`src/verilog/dpw_consts.svh`:
```
`ifndef DPW_CONSTS_SVH
`define DPW_CONSTS_SVH
// Behaviour
// - Each channel has 16-bit period and duty resolution.
// - Each channel has a prescaled 16-bit up-counter, readable, never writable.
// - Clearing timer_run (control bit 3) stops that channel's counter.
// - Counter equal to period: next increment clears it, output high if duty nonzero, cycle_flag set.
// - Period is (period_reg+1) times clock-division over 2 times prescale.
// - duty_reg copies into duty_latch at clear; output low on latch match.
// - duty_reg writable anytime; latch refreshes only after current latch matched.
// - High time is duty_reg times clock-division over 2 times prescale.
// - Normal and inverted outputs, enabled separately or as a pair.
// - Each output polarity follows its own active-level bit.
// - Dead time disabled: complementary outputs switch with no gap.
// - Dead time enabled and nonzero: outputs never active together.
// - A match that changes the output sets timer_match_flag that cycle.
// - Writing period low byte commits pending period, duty, dead time.
// - Committed values take effect at the next PWM cycle start.
// - Comparator falling edge shuts normal or both outputs when enabled.
// - Current comparator decision readable in cmp_result_bit.
// - Two-bit cmp_pin_select chooses comparator output pin function.
// - Comparator change sets cmp_irq_flag; interrupt only when enabled.
// - cmp_irq_flag cleared only by a software write.
// - Both enables keep comparator live in sleep; a change wakes device.

// Register indices (byte address is four times the index)
`define DPW_IDX_WAKE     7'h10
`define DPW_IDX_STATUS   7'h14
`define DPW_IDX_MASK     7'h1b
`define DPW_IDX_CMP1     7'h3a
`define DPW_IDX_CMP2     7'h3b
`define DPW_IDX_CMP3     7'h3c
`define DPW_IDX_CH_BASE  7'h40
`define DPW_IDX_CH_LAST  7'h4b
`define DPW_IDX_DEADCTL  7'h50
`define DPW_IDX_DEADVAL  7'h51
`define DPW_IDX_FLAGS    7'h52
`define DPW_IDX_CLKDIV   7'h53
// Sub-offsets inside a channel group of four
`define DPW_SUB_CTRL     2'h0
`define DPW_SUB_PERIOD   2'h1
`define DPW_SUB_DUTY     2'h2
`define DPW_SUB_TIMER    2'h3
// Field positions
`define DPW_BIT_CMP      6
`define DPW_BIT_RUN      3
`define DPW_BIT_SHDN     0
`define DPW_POS_PINSEL   4
`define DPW_POS_MATCHF   4
`define DPW_POS_DTEN     2
// Comparator pin select codes
`define DPW_PIN_RESULT   2'h1
`define DPW_PIN_INVERT   2'h2
// Reset value of the 16-bit counter, period and duty state
`define DPW_RST_ZERO     16'h0000
`endif

```
`src/verilog/dpw_pkg.sv`:
```
package dpw_pkg;
   // Per-channel control register layout
   typedef struct packed {
      logic       out_enable;
      logic       inv_out_enable;
      logic       out_active_level;
      logic       inv_active_level;
      logic       timer_run;
      logic [2:0] prescale;
   } dpw_chan_ctl_t;

   typedef logic [15:0] dpw_word_t;
endpackage

```
`src/verilog/dpw_top.sv`:
```
`include "dpw_consts.svh"

module dpw_top (
   // System
   input  wire logic        clock,
   input  wire logic        rst,
   input  wire logic        clk_en,
   // Avalon-MM slave, byte address
   input  wire logic [8:0]  address,
   input  wire logic        read,
   input  wire logic        write,
   input  wire logic [3:0]  byteenable,
   input  wire logic [31:0] writedata,
   output logic      [31:0] readdata,
   output logic             waitrequest,
   // Comparator
   input  wire logic        cmp_in,
   input  wire logic        sleep_mode,
   output logic             cmp_output_pin,
   output logic             cmp_output_oe,
   output logic             cmp_irq,
   output logic             wake_req,
   // PWM pins
   output logic      [2:0]  pwm_o,
   output logic      [2:0]  pwm_oe,
   output logic      [2:0]  pwm_n_o,
   output logic      [2:0]  pwm_n_oe
);

   // Prescale terminal count: ratio 2^p
   function automatic logic [6:0] psc_mask(input logic [2:0] p);
      psc_mask = 7'(({7'h00, 1'b1} << p) - 8'h01);
   endfunction
   // Dead gap length in clocks, minus one; zero value gives no gap
   function automatic logic [10:0] dt_cycles(input logic [7:0] v, input logic [1:0] p);
      dt_cycles = (v == 8'h00) ? 11'h000 : 11'(({3'h0, v} << p) - 11'h001);
   endfunction
   // Channel number from a register index
   function automatic logic [1:0] chan_of(input logic [6:0] idx);
      chan_of = 2'((idx - `DPW_IDX_CH_BASE) >> 2);
   endfunction

   dpw_pkg::dpw_chan_ctl_t ctl_q [3];
   dpw_pkg::dpw_word_t     period_q [3];
   dpw_pkg::dpw_word_t     duty_q [3];
   dpw_pkg::dpw_word_t     cnt_q [3];
   dpw_pkg::dpw_word_t     per_act_q [3];
   dpw_pkg::dpw_word_t     duty_cmt_q [3];
   dpw_pkg::dpw_word_t     dl_q [3];
   logic [6:0]             psc_q [3];
   logic [7:0]             dt_act_q [3];
   logic [10:0]            dead_q [3];
   logic [2:0]             dl_hit_q;
   logic [2:0]             commit_q;
   logic [2:0]             pwm_q;
   logic [2:0]             pwm_prev_q;
   logic [2:0]             shut_q;
   logic [2:0]             cycle_flag_q;
   logic [2:0]             match_flag_q;
   logic [2:0]             shdn_en_q;
   logic [2:0]             dt_en_q;
   logic [1:0]             dt_psc_q;
   logic [7:0]             dt_val_q;
   logic                   clkdiv_q;
   logic                   half_q;
   logic [1:0]             pin_sel_q;
   logic                   cmp_ie_q;
   logic                   cmp_we_q;
   logic                   cmp_flag_q;
   logic                   cmp_res_q;
   logic                   ack_q;
   logic [6:0]  idx;
   logic        in_chan;
   logic [1:0]  ch;
   logic [1:0]  sub;
   logic        wr_go;
   logic        base_en;
   logic [2:0]  tick;
   logic [2:0]  clr_ev;
   logic [2:0]  fall_ev;
   logic [2:0]  commit_wr;
   logic        cmp_live;
   logic        cmp_chg;
   logic        cmp_fall;
   logic [31:0] rd_val;
   // Address decode
   assign idx     = address[8:2];
   assign in_chan = (idx >= `DPW_IDX_CH_BASE) && (idx <= `DPW_IDX_CH_LAST);
   assign ch      = chan_of(idx);
   assign sub     = idx[1:0];

   // One wait state per access; write lands on the released edge
   assign waitrequest = (read | write) & ~ack_q;
   assign wr_go       = write & ack_q & clk_en;
   always_ff @(posedge clock) begin
      if (rst) begin
         ack_q <= 1'b0;
      end else if (clk_en) begin
         ack_q <= (read | write) & ~ack_q;
      end
   end

   // Base clock: every cycle, or every other with the division option
   assign base_en = clkdiv_q ? half_q : 1'b1;
   always_ff @(posedge clock) begin
      if (rst) begin
         half_q <= 1'b0;
      end else if (clk_en) begin
         half_q <= ~half_q;
      end
   end

   // Match events per channel
   always_comb begin
      for (int c = 0; c < 3; c++) begin
         tick[c]      = ctl_q[c].timer_run & base_en
                        & (psc_q[c] >= psc_mask(ctl_q[c].prescale));
         clr_ev[c]    = tick[c] & (cnt_q[c] == per_act_q[c]);
         fall_ev[c]   = tick[c] & ~clr_ev[c] & (16'(cnt_q[c] + 16'h0001) == dl_q[c]);
         commit_wr[c] = wr_go & in_chan & (ch == 2'(c)) & (sub == `DPW_SUB_PERIOD)
                        & byteenable[0];
      end
   end

   // Counter, prescaler, commit and duty latch
   always_ff @(posedge clock) begin
      if (rst) begin
         for (int c = 0; c < 3; c++) begin
            cnt_q[c]      <= `DPW_RST_ZERO;
            psc_q[c]      <= 7'h00;
            per_act_q[c]  <= `DPW_RST_ZERO;
            duty_cmt_q[c] <= `DPW_RST_ZERO;
            dl_q[c]       <= `DPW_RST_ZERO;
            dt_act_q[c]   <= 8'h00;
         end
         dl_hit_q <= 3'h7;
         commit_q <= 3'h0;
         pwm_q    <= 3'h0;
      end else if (clk_en) begin
         for (int c = 0; c < 3; c++) begin
            if (!ctl_q[c].timer_run) begin
               // Stopped: count cleared, settings tracked directly
               cnt_q[c]      <= `DPW_RST_ZERO;
               psc_q[c]      <= 7'h00;
               per_act_q[c]  <= period_q[c];
               duty_cmt_q[c] <= duty_q[c];
               dl_q[c]       <= duty_q[c];
               dt_act_q[c]   <= dt_val_q;
               dl_hit_q[c]   <= 1'b1;
               commit_q[c]   <= 1'b0;
               pwm_q[c]      <= 1'b0;
            end else begin
               if (commit_wr[c]) begin
                  commit_q[c] <= 1'b1;
               end
               if (base_en) begin
                  psc_q[c] <= tick[c] ? 7'h00 : 7'(psc_q[c] + 7'h01);
               end
               if (clr_ev[c]) begin
                  cnt_q[c] <= `DPW_RST_ZERO;
                  if (commit_q[c]) begin
                     // New cycle picks up committed values
                     per_act_q[c]  <= period_q[c];
                     duty_cmt_q[c] <= duty_q[c];
                     dt_act_q[c]   <= dt_val_q;
                     commit_q[c]   <= commit_wr[c];
                  end
                  if (dl_hit_q[c]) begin
                     dl_q[c]     <= commit_q[c] ? duty_q[c] : duty_cmt_q[c];
                     dl_hit_q[c] <= ((commit_q[c] ? duty_q[c] : duty_cmt_q[c]) == 16'h0000);
                     pwm_q[c]    <= ((commit_q[c] ? duty_q[c] : duty_cmt_q[c]) != 16'h0000);
                  end else begin
                     pwm_q[c] <= (dl_q[c] != 16'h0000);
                  end
               end else if (tick[c]) begin
                  cnt_q[c] <= 16'(cnt_q[c] + 16'h0001);
                  if (fall_ev[c]) begin
                     pwm_q[c]    <= 1'b0;
                     dl_hit_q[c] <= 1'b1;
                  end
               end
            end
         end
      end
   end

   // Dead-time gap counter
   always_ff @(posedge clock) begin
      if (rst) begin
         pwm_prev_q <= 3'h0;
         for (int c = 0; c < 3; c++) begin
            dead_q[c] <= 11'h000;
         end
      end else if (clk_en) begin
         pwm_prev_q <= pwm_q;
         for (int c = 0; c < 3; c++) begin
            if (pwm_q[c] != pwm_prev_q[c]) begin
               dead_q[c] <= dt_cycles(dt_act_q[c], dt_psc_q);
            end else if (dead_q[c] != 11'h000) begin
               dead_q[c] <= 11'(dead_q[c] - 11'h001);
            end
         end
      end
   end

   // Fault shutdown latch, released by stopping the channel
   always_ff @(posedge clock) begin
      if (rst) begin
         shut_q <= 3'h0;
      end else if (clk_en) begin
         for (int c = 0; c < 3; c++) begin
            if (!ctl_q[c].timer_run) begin
               shut_q[c] <= 1'b0;
            end else if (cmp_fall && shdn_en_q[c]) begin
               shut_q[c] <= 1'b1;
            end
         end
      end
   end

   // Pin drivers
   always_ff @(posedge clock) begin
      if (rst) begin
         pwm_o    <= 3'h0;
         pwm_oe   <= 3'h0;
         pwm_n_o  <= 3'h0;
         pwm_n_oe <= 3'h0;
      end else if (clk_en) begin
         for (int c = 0; c < 3; c++) begin
            logic gap;
            logic act;
            logic act_n;
            gap   = dt_en_q[c] & (dt_act_q[c] != 8'h00)
                    & ((pwm_q[c] != pwm_prev_q[c]) | (dead_q[c] != 11'h000));
            act   = pwm_q[c] & ~gap & ~shut_q[c];
            act_n = ctl_q[c].timer_run & ~pwm_q[c] & ~gap
                    & ~(shut_q[c] & ctl_q[c].inv_active_level);
            pwm_oe[c]   <= ctl_q[c].out_enable;
            pwm_n_oe[c] <= ctl_q[c].inv_out_enable;
            pwm_o[c]    <= ctl_q[c].out_enable
                           & (act ~^ ctl_q[c].out_active_level);
            pwm_n_o[c]  <= ctl_q[c].inv_out_enable
                           & (act_n ~^ ctl_q[c].inv_active_level);
         end
      end
   end

   // Timer flags: set wins over write-one-to-clear
   always_ff @(posedge clock) begin
      if (rst) begin
         cycle_flag_q <= 3'h0;
         match_flag_q <= 3'h0;
      end else if (clk_en) begin
         for (int c = 0; c < 3; c++) begin
            if (clr_ev[c]) begin
               cycle_flag_q[c] <= 1'b1;
            end else if (wr_go && idx == `DPW_IDX_FLAGS && byteenable[0] && writedata[c]) begin
               cycle_flag_q[c] <= 1'b0;
            end
            if ((clr_ev[c] & ~pwm_q[c]) | (fall_ev[c] & pwm_q[c])) begin
               match_flag_q[c] <= 1'b1;
            end else if (wr_go && idx == `DPW_IDX_FLAGS && byteenable[0]
                         && writedata[`DPW_POS_MATCHF + c]) begin
               match_flag_q[c] <= 1'b0;
            end
         end
      end
   end

   // Comparator decision, change and falling edge
   assign cmp_live = ~sleep_mode | (cmp_ie_q & cmp_we_q);
   assign cmp_chg  = cmp_live & (cmp_in != cmp_res_q);
   assign cmp_fall = cmp_chg & cmp_res_q;

   always_ff @(posedge clock) begin
      if (rst) begin
         cmp_res_q      <= 1'b0;
         cmp_flag_q     <= 1'b0;
         cmp_irq        <= 1'b0;
         wake_req       <= 1'b0;
         cmp_output_pin <= 1'b0;
         cmp_output_oe  <= 1'b0;
      end else if (clk_en) begin
         if (cmp_live) begin
            cmp_res_q <= cmp_in;
         end
         if (cmp_chg) begin
            cmp_flag_q <= 1'b1;
         end else if (wr_go && idx == `DPW_IDX_STATUS && byteenable[0]
                      && !writedata[`DPW_BIT_CMP]) begin
            cmp_flag_q <= 1'b0;
         end
         cmp_irq        <= (cmp_flag_q | cmp_chg) & cmp_ie_q;
         wake_req       <= sleep_mode & cmp_ie_q & cmp_we_q & cmp_chg;
         cmp_output_oe  <= (pin_sel_q == `DPW_PIN_RESULT)
                           | (pin_sel_q == `DPW_PIN_INVERT);
         cmp_output_pin <= (pin_sel_q == `DPW_PIN_RESULT) ? cmp_res_q
                           : (pin_sel_q == `DPW_PIN_INVERT) & ~cmp_res_q;
      end
   end

   // Register writes
   always_ff @(posedge clock) begin
      if (rst) begin
         for (int c = 0; c < 3; c++) begin
            ctl_q[c]    <= '0;
            period_q[c] <= `DPW_RST_ZERO;
            duty_q[c]   <= `DPW_RST_ZERO;
         end
         shdn_en_q <= 3'h0;
         dt_en_q   <= 3'h0;
         dt_psc_q  <= 2'h0;
         dt_val_q  <= 8'h00;
         clkdiv_q  <= 1'b0;
         pin_sel_q <= 2'h0;
         cmp_ie_q  <= 1'b0;
         cmp_we_q  <= 1'b0;
      end else if (wr_go) begin
         if (in_chan) begin
            unique case (sub)
               `DPW_SUB_CTRL:   if (byteenable[0]) ctl_q[ch] <= writedata[7:0];
               `DPW_SUB_PERIOD: begin
                  // High byte first; low byte commits
                  if (byteenable[0]) period_q[ch][7:0]  <= writedata[7:0];
                  if (byteenable[1]) period_q[ch][15:8] <= writedata[15:8];
               end
               `DPW_SUB_DUTY: begin
                  if (byteenable[0]) duty_q[ch][7:0]  <= writedata[7:0];
                  if (byteenable[1]) duty_q[ch][15:8] <= writedata[15:8];
               end
               `DPW_SUB_TIMER:  ; // Counter is read-only
            endcase
         end else if (byteenable[0]) begin
            unique case (idx)
               `DPW_IDX_WAKE:    cmp_we_q <= writedata[`DPW_BIT_CMP];
               `DPW_IDX_MASK:    cmp_ie_q <= writedata[`DPW_BIT_CMP];
               `DPW_IDX_CMP1: begin
                  pin_sel_q    <= writedata[`DPW_POS_PINSEL +: 2];
                  shdn_en_q[0] <= writedata[`DPW_BIT_SHDN];
               end
               `DPW_IDX_CMP2:    shdn_en_q[1] <= writedata[`DPW_BIT_SHDN];
               `DPW_IDX_CMP3:    shdn_en_q[2] <= writedata[`DPW_BIT_SHDN];
               `DPW_IDX_DEADCTL: begin
                  dt_en_q  <= writedata[`DPW_POS_DTEN +: 3];
                  dt_psc_q <= writedata[1:0];
               end
               `DPW_IDX_DEADVAL: dt_val_q <= writedata[7:0];
               `DPW_IDX_CLKDIV:  clkdiv_q <= writedata[0];
               default:          ; // Unmapped or flag register: nothing stored
            endcase
         end
      end
   end

   // Read multiplexer
   always_comb begin
      rd_val = 32'h0000_0000;
      if (in_chan) begin
         unique case (sub)
            `DPW_SUB_CTRL:   rd_val = {24'h000000, ctl_q[ch]};
            `DPW_SUB_PERIOD: rd_val = {16'h0000, period_q[ch]};
            `DPW_SUB_DUTY:   rd_val = {16'h0000, duty_q[ch]};
            `DPW_SUB_TIMER:  rd_val = {16'h0000, cnt_q[ch]};
         endcase
      end else begin
         unique case (idx)
            `DPW_IDX_WAKE:    rd_val[`DPW_BIT_CMP] = cmp_we_q;
            `DPW_IDX_STATUS:  rd_val[`DPW_BIT_CMP] = cmp_flag_q;
            `DPW_IDX_MASK:    rd_val[`DPW_BIT_CMP] = cmp_ie_q;
            `DPW_IDX_CMP1: begin
               rd_val[`DPW_BIT_CMP]       = cmp_res_q;
               rd_val[`DPW_POS_PINSEL +: 2] = pin_sel_q;
               rd_val[`DPW_BIT_SHDN]      = shdn_en_q[0];
            end
            `DPW_IDX_CMP2:    rd_val[`DPW_BIT_SHDN] = shdn_en_q[1];
            `DPW_IDX_CMP3:    rd_val[`DPW_BIT_SHDN] = shdn_en_q[2];
            `DPW_IDX_DEADCTL: rd_val[4:0] = {dt_en_q, dt_psc_q};
            `DPW_IDX_DEADVAL: rd_val[7:0] = dt_val_q;
            `DPW_IDX_FLAGS:   rd_val[6:0] = {match_flag_q, 1'b0, cycle_flag_q};
            `DPW_IDX_CLKDIV:  rd_val[0]   = clkdiv_q;
            default:          rd_val      = 32'h0000_0000;
         endcase
      end
   end

   // Read data captured in the wait cycle, stands at the release edge
   always_ff @(posedge clock) begin
      if (rst) begin
         readdata <= 32'h0000_0000;
      end else if (clk_en && read && !ack_q) begin
         readdata <= rd_val;
      end
   end

endmodule

```
`config.mk`:
```
export PLATFORM = sky130hd
export DESIGN_NAME = dpw_top
export DESIGN_NICKNAME = d
export VERILOG_FILES = /design/src/verilog/dpw_pkg.sv /design/src/verilog/dpw_top.sv
export VERILOG_INCLUDE_DIRS = /design/src /design/src/verilog
export SDC_FILE = /design/constraint.sdc
export NUM_CORES = 1
export LEC_CHECK = 0
export BUFFER_PORTS_ARGS = -buffer_cell sky130_fd_sc_hd__buf_2
export CORE_MARGIN = 2
export CORE_UTILIZATION = 63
export CTS_CLUSTER_SIZE = 8
export DETAILED_ROUTE_END_ITERATION = 10
export GPL_ROUTABILITY_DRIVEN = 0
export PLACE_DENSITY_LB_ADDON = 0.2
export SETUP_SLACK_MARGIN = 0.1
export SLEW_MARGIN = 25
export SYNTH_ARGS = -nofsm -noshare
export SYNTH_HDL_FRONTEND = slang
export SYNTH_SLANG_ARGS = --single-unit
```
`constraint.sdc`:
```
create_clock -name clock -period 4.1 [get_ports clock]
set_input_delay 0 -clock clock [delete_from_list [all_inputs] [get_ports clock]]
set_output_delay 0 -clock clock [all_outputs]
set_load 0.1 [all_outputs]
```
==> flow_summary.yaml <==
routing:
  drc_errors: 0
  ant_nets: 0
  vias_per_cell: 6.54
  vias: 20800
  routed_wl_um: 77900
  wl_per_cell_um: 24.5
  firstDrtPassIters: 6
  drt_iter0_drc: 3007
critical_path:
  timing.rr.start: "ctl_q[0][2]"
  worstPathCellList: "or3_1 -> ha_1 -> nor2b_1 -> o21ai_0 -> a21oi_1 -> or2_2 -> o31ai_1 -> a21oi_1 -> nand2_1 -> buf_4 -> and3_1"
  r2r-end: "duty_cmt_q[2][0]"
  path_buf_inv: 1
  crit_fanout: 32
  crit_slowest_cell: "a21oi_1"
  cp.required_ps: 4460
  cpLargestDelayFamily: "simple AND/OR/NAND/NOR gates"
  r2r_cells: 11
  crit_type: "reg -> reg"
  crit_path_max_incr_delay_ps: 540
  arrival_ps: 4130
  reg2reg_slack_ps: 320
  crit_path_end_kind: "register"
  cpMostUsedCell: "a21oi_1"
  cp-start-kind: "register"
pwr:
  leakagePower_nw: 11.5
  vdd_drop_max_mv: 0.392
  power.density_nw_per_um2: 425
cells_and_area:
  num-fill-cells: 2848
  syn_to_final_growth_pct: 12.9
  drive_above_1_share_pct: 11.3
  fin_cells: 3178
  fin_nets: 2673
global_route:
  grt_pass1_vias: 20000
  gr-usage-met3_pct: 7.89
  grt_max_degree: 73
  grt_pass1_wl_um: 118000
  grt.met1_usage_pct: 48.1
  antenna_found_initial: 2
  grt.total_usage_pct: 35.4
  grt_busiest_layer: "met2"
  grt_use_met2_pct: 54.7
  grt_overflow: 0
synth:
  synth_top_area_share_pct: 46.9
  ys_warn_count: 0
  synth.cell_area_um2: 27000
  yosys.area.top_type: "edfxtp_1"
  synthTopCellsByCount: "421 x edfxtp_1, 257 x nor2_1, 199 x and2_1"
  synth_edf_count: 421
  synth_most_common_cell: "edfxtp_1"
  synth_area_leaders: "edfxtp_1 47%, dfxtp_1 5.8%, and2_1 4.6%"
  yosysUniqueCellTypes: 79
  ys.flop_type: "edfxtp_1"
  ys_ff_latch: 499
  yosysSeqAreaShare_pct: 52.7
  avgSynthCellArea_um2: 10.9
  async_flop_share_pct: 0
  synth_cells: 2466
sta:
  fin_crit_sh_pct: 92.1
  max_slew_margin_pct: 25.6
  finalCriticalPeriod_ps: 3780
  finalMaxSlewViolations: 0
  worstMarginPinSlew_ps: 1100
  finClkSkew_ps: 31.4
  fin_ws_ps: 324
  fmax_ghz: 0.265
  setup_tns_ps: 0
  rsz0062_at_grt: "no"
  setup_viol: 0
  finalHoldViolCount: 0
clock_tree:
  cts_root_buffer: "clkbuf_16"
  clkSinkCount: 499
  cts_buffers: 72
  tritoncts: "yes"
  clk_pin_slew_worst_paths_ps: 50
  clk-insertion-delay-late_ps: 620
  cts-resized-gates: 0
  htree_levels: 3
  cts_buffer_depth: 3
die:
  core_area_um2: 42100
  io_pins: 101
  die_h_um: 211
  dieWidth_um: 211
  core.rowCount: 75
  initial_core_util_pct: 64.0
  die-area_um2: 44500
placed_design:
  pre_cts_ws_ps: 434
  portBuffers: 64
  dp_cells: 3021
  dpl.hpwl_um: 55200
hold_path:
  whs_endpoint: "clkdiv_q"
  min_path_type: "in -> reg"
  hold_path_depth: 5
  worstHoldStart: "byteenable[0]"
flow_run:
  maxCapViolCount: 0
outcome:
  status: "completed"
## worst min-delay path, delay by kind of cell
family / cells / cell delay, ps
AND/OR/NAND/NOR: 3 / 390
buffers and inverters: 1 / 130
multiplexers: 1 / 110
## logic make-up (layout without fill, tap and decap cells)
group | after synthesis | in the layout | share of synthesized area (%)
other | 1 | 49 | 0.0139
multiplexers | 161 | 161 | 7.88
XOR/XNOR | 201 | 201 | 6.95
AND/OR/NAND/NOR | 1020 | 1020 | 19.4
adder cells (fa/ha/maj) | 35 | 35 | 1.62
buffers and inverters | 213 | 338 | 3.28
flip-flops | 499 | 499 | 52.7
AO/OA/AOI/OAI | 336 | 336 | 8.15
## flip-flops by register name (all words and copies together) (netlist names), 21 cells and up
name	cells
ctl_q	29
duty_q	61
per_act_q	48
dt_act_q	24
duty_cmt_q	48
psc_q	21
cnt_q	48
period_q	61
dead_q	33
dl_q	48
## layout make-up
cell class / count / area, um2 / area share, %
diodes: 2 / 5.00 / 0.0164
clock buffers: 118 / 2000 / 6.56
clock inverters: 7 / 133 / 0.436
inverters: 49 / 184 / 0.604
multi-input cells: 1800 / 12100 / 39.7
flip-flops and latches: 499 / 14200 / 46.7
well taps: 539 / 674 / 2.22
repair buffers: 164 / 1170 / 3.86
## stage by stage
| step | hold WS (ps) | total power (W) | utilization (%) | instance area (um2) |
|---|---|---|---|---|
| after detailed placement | 284 | 0.00738 | 66.5 | 28000 |
| after global placement | 270 | 0.00733 | 66.5 | 28000 |
| after floorplan | 98.9 | 0.00695 | - | 27100 |
| final | 54.4 | 0.0129 | 72.3 | 30400 |
| after CTS | 19.5 | 0.0129 | 72.2 | 30400 |
| after global routing | 64.6 | 0.0133 | 72.2 | 30400 |
## worst max path at each step
stage / to / slack [ps] / from / cells past startpoint
6_report: duty_cmt_q[2][0] / 320 / ctl_q[0][2] / 11
5_1_grt: duty_cmt_q[2][0] / 220 / ctl_q[0][2] / 11
4_1_cts: dl_q[2][0] / 460 / ctl_q[0][2] / 10
3_5_place_dp: dl_q[2][0] / 430 / ctl_q[0][2] / 10
3_3_place_gp: per_act_q[2][12] / 580 / ctl_q[0][2] / 11
2_1_floorplan: dt_act_q[1][0] / 750 / ctl_q[1][2] / 10
## placed cells by master, fill, tap and decap left out, types with 46 or more instances in the layout
cell,count
nand2_1,188
clkbuf_16,73
nand3_1,63
conb_1,47
xnor2_1,113
nor4_1,47
edfxtp_1,421
buf_2,63
and3_1,70
a21oi_1,78
o21ai_0,82
xor2_1,80
dfxtp_1,76
inv_1,49
mux2i_1,104
buf_4,69
nor2_1,255
nand4_1,46
and2_1,199
## power breakdown
group	internal (W)	switching, W
Sequential	0.00578	0.000250
Combinational	0.000478	0.000857
Clock	0.00334	0.00225
## routing by layer
layer  vias to the layer above  share of wire (%)
met2                      1403                 45
met1                      9912                 37
met5                         -                  0
li1                       9192                  -
met4                         0                5.1
met3                       271                 13
## timing repair
item,CTS,global route
setup buffers,0,0
endpoints found under the setup margin,0,0
hold endpoints to repair,174,0
hold buffers,30,0
Power figures use the tool's default switching activity.
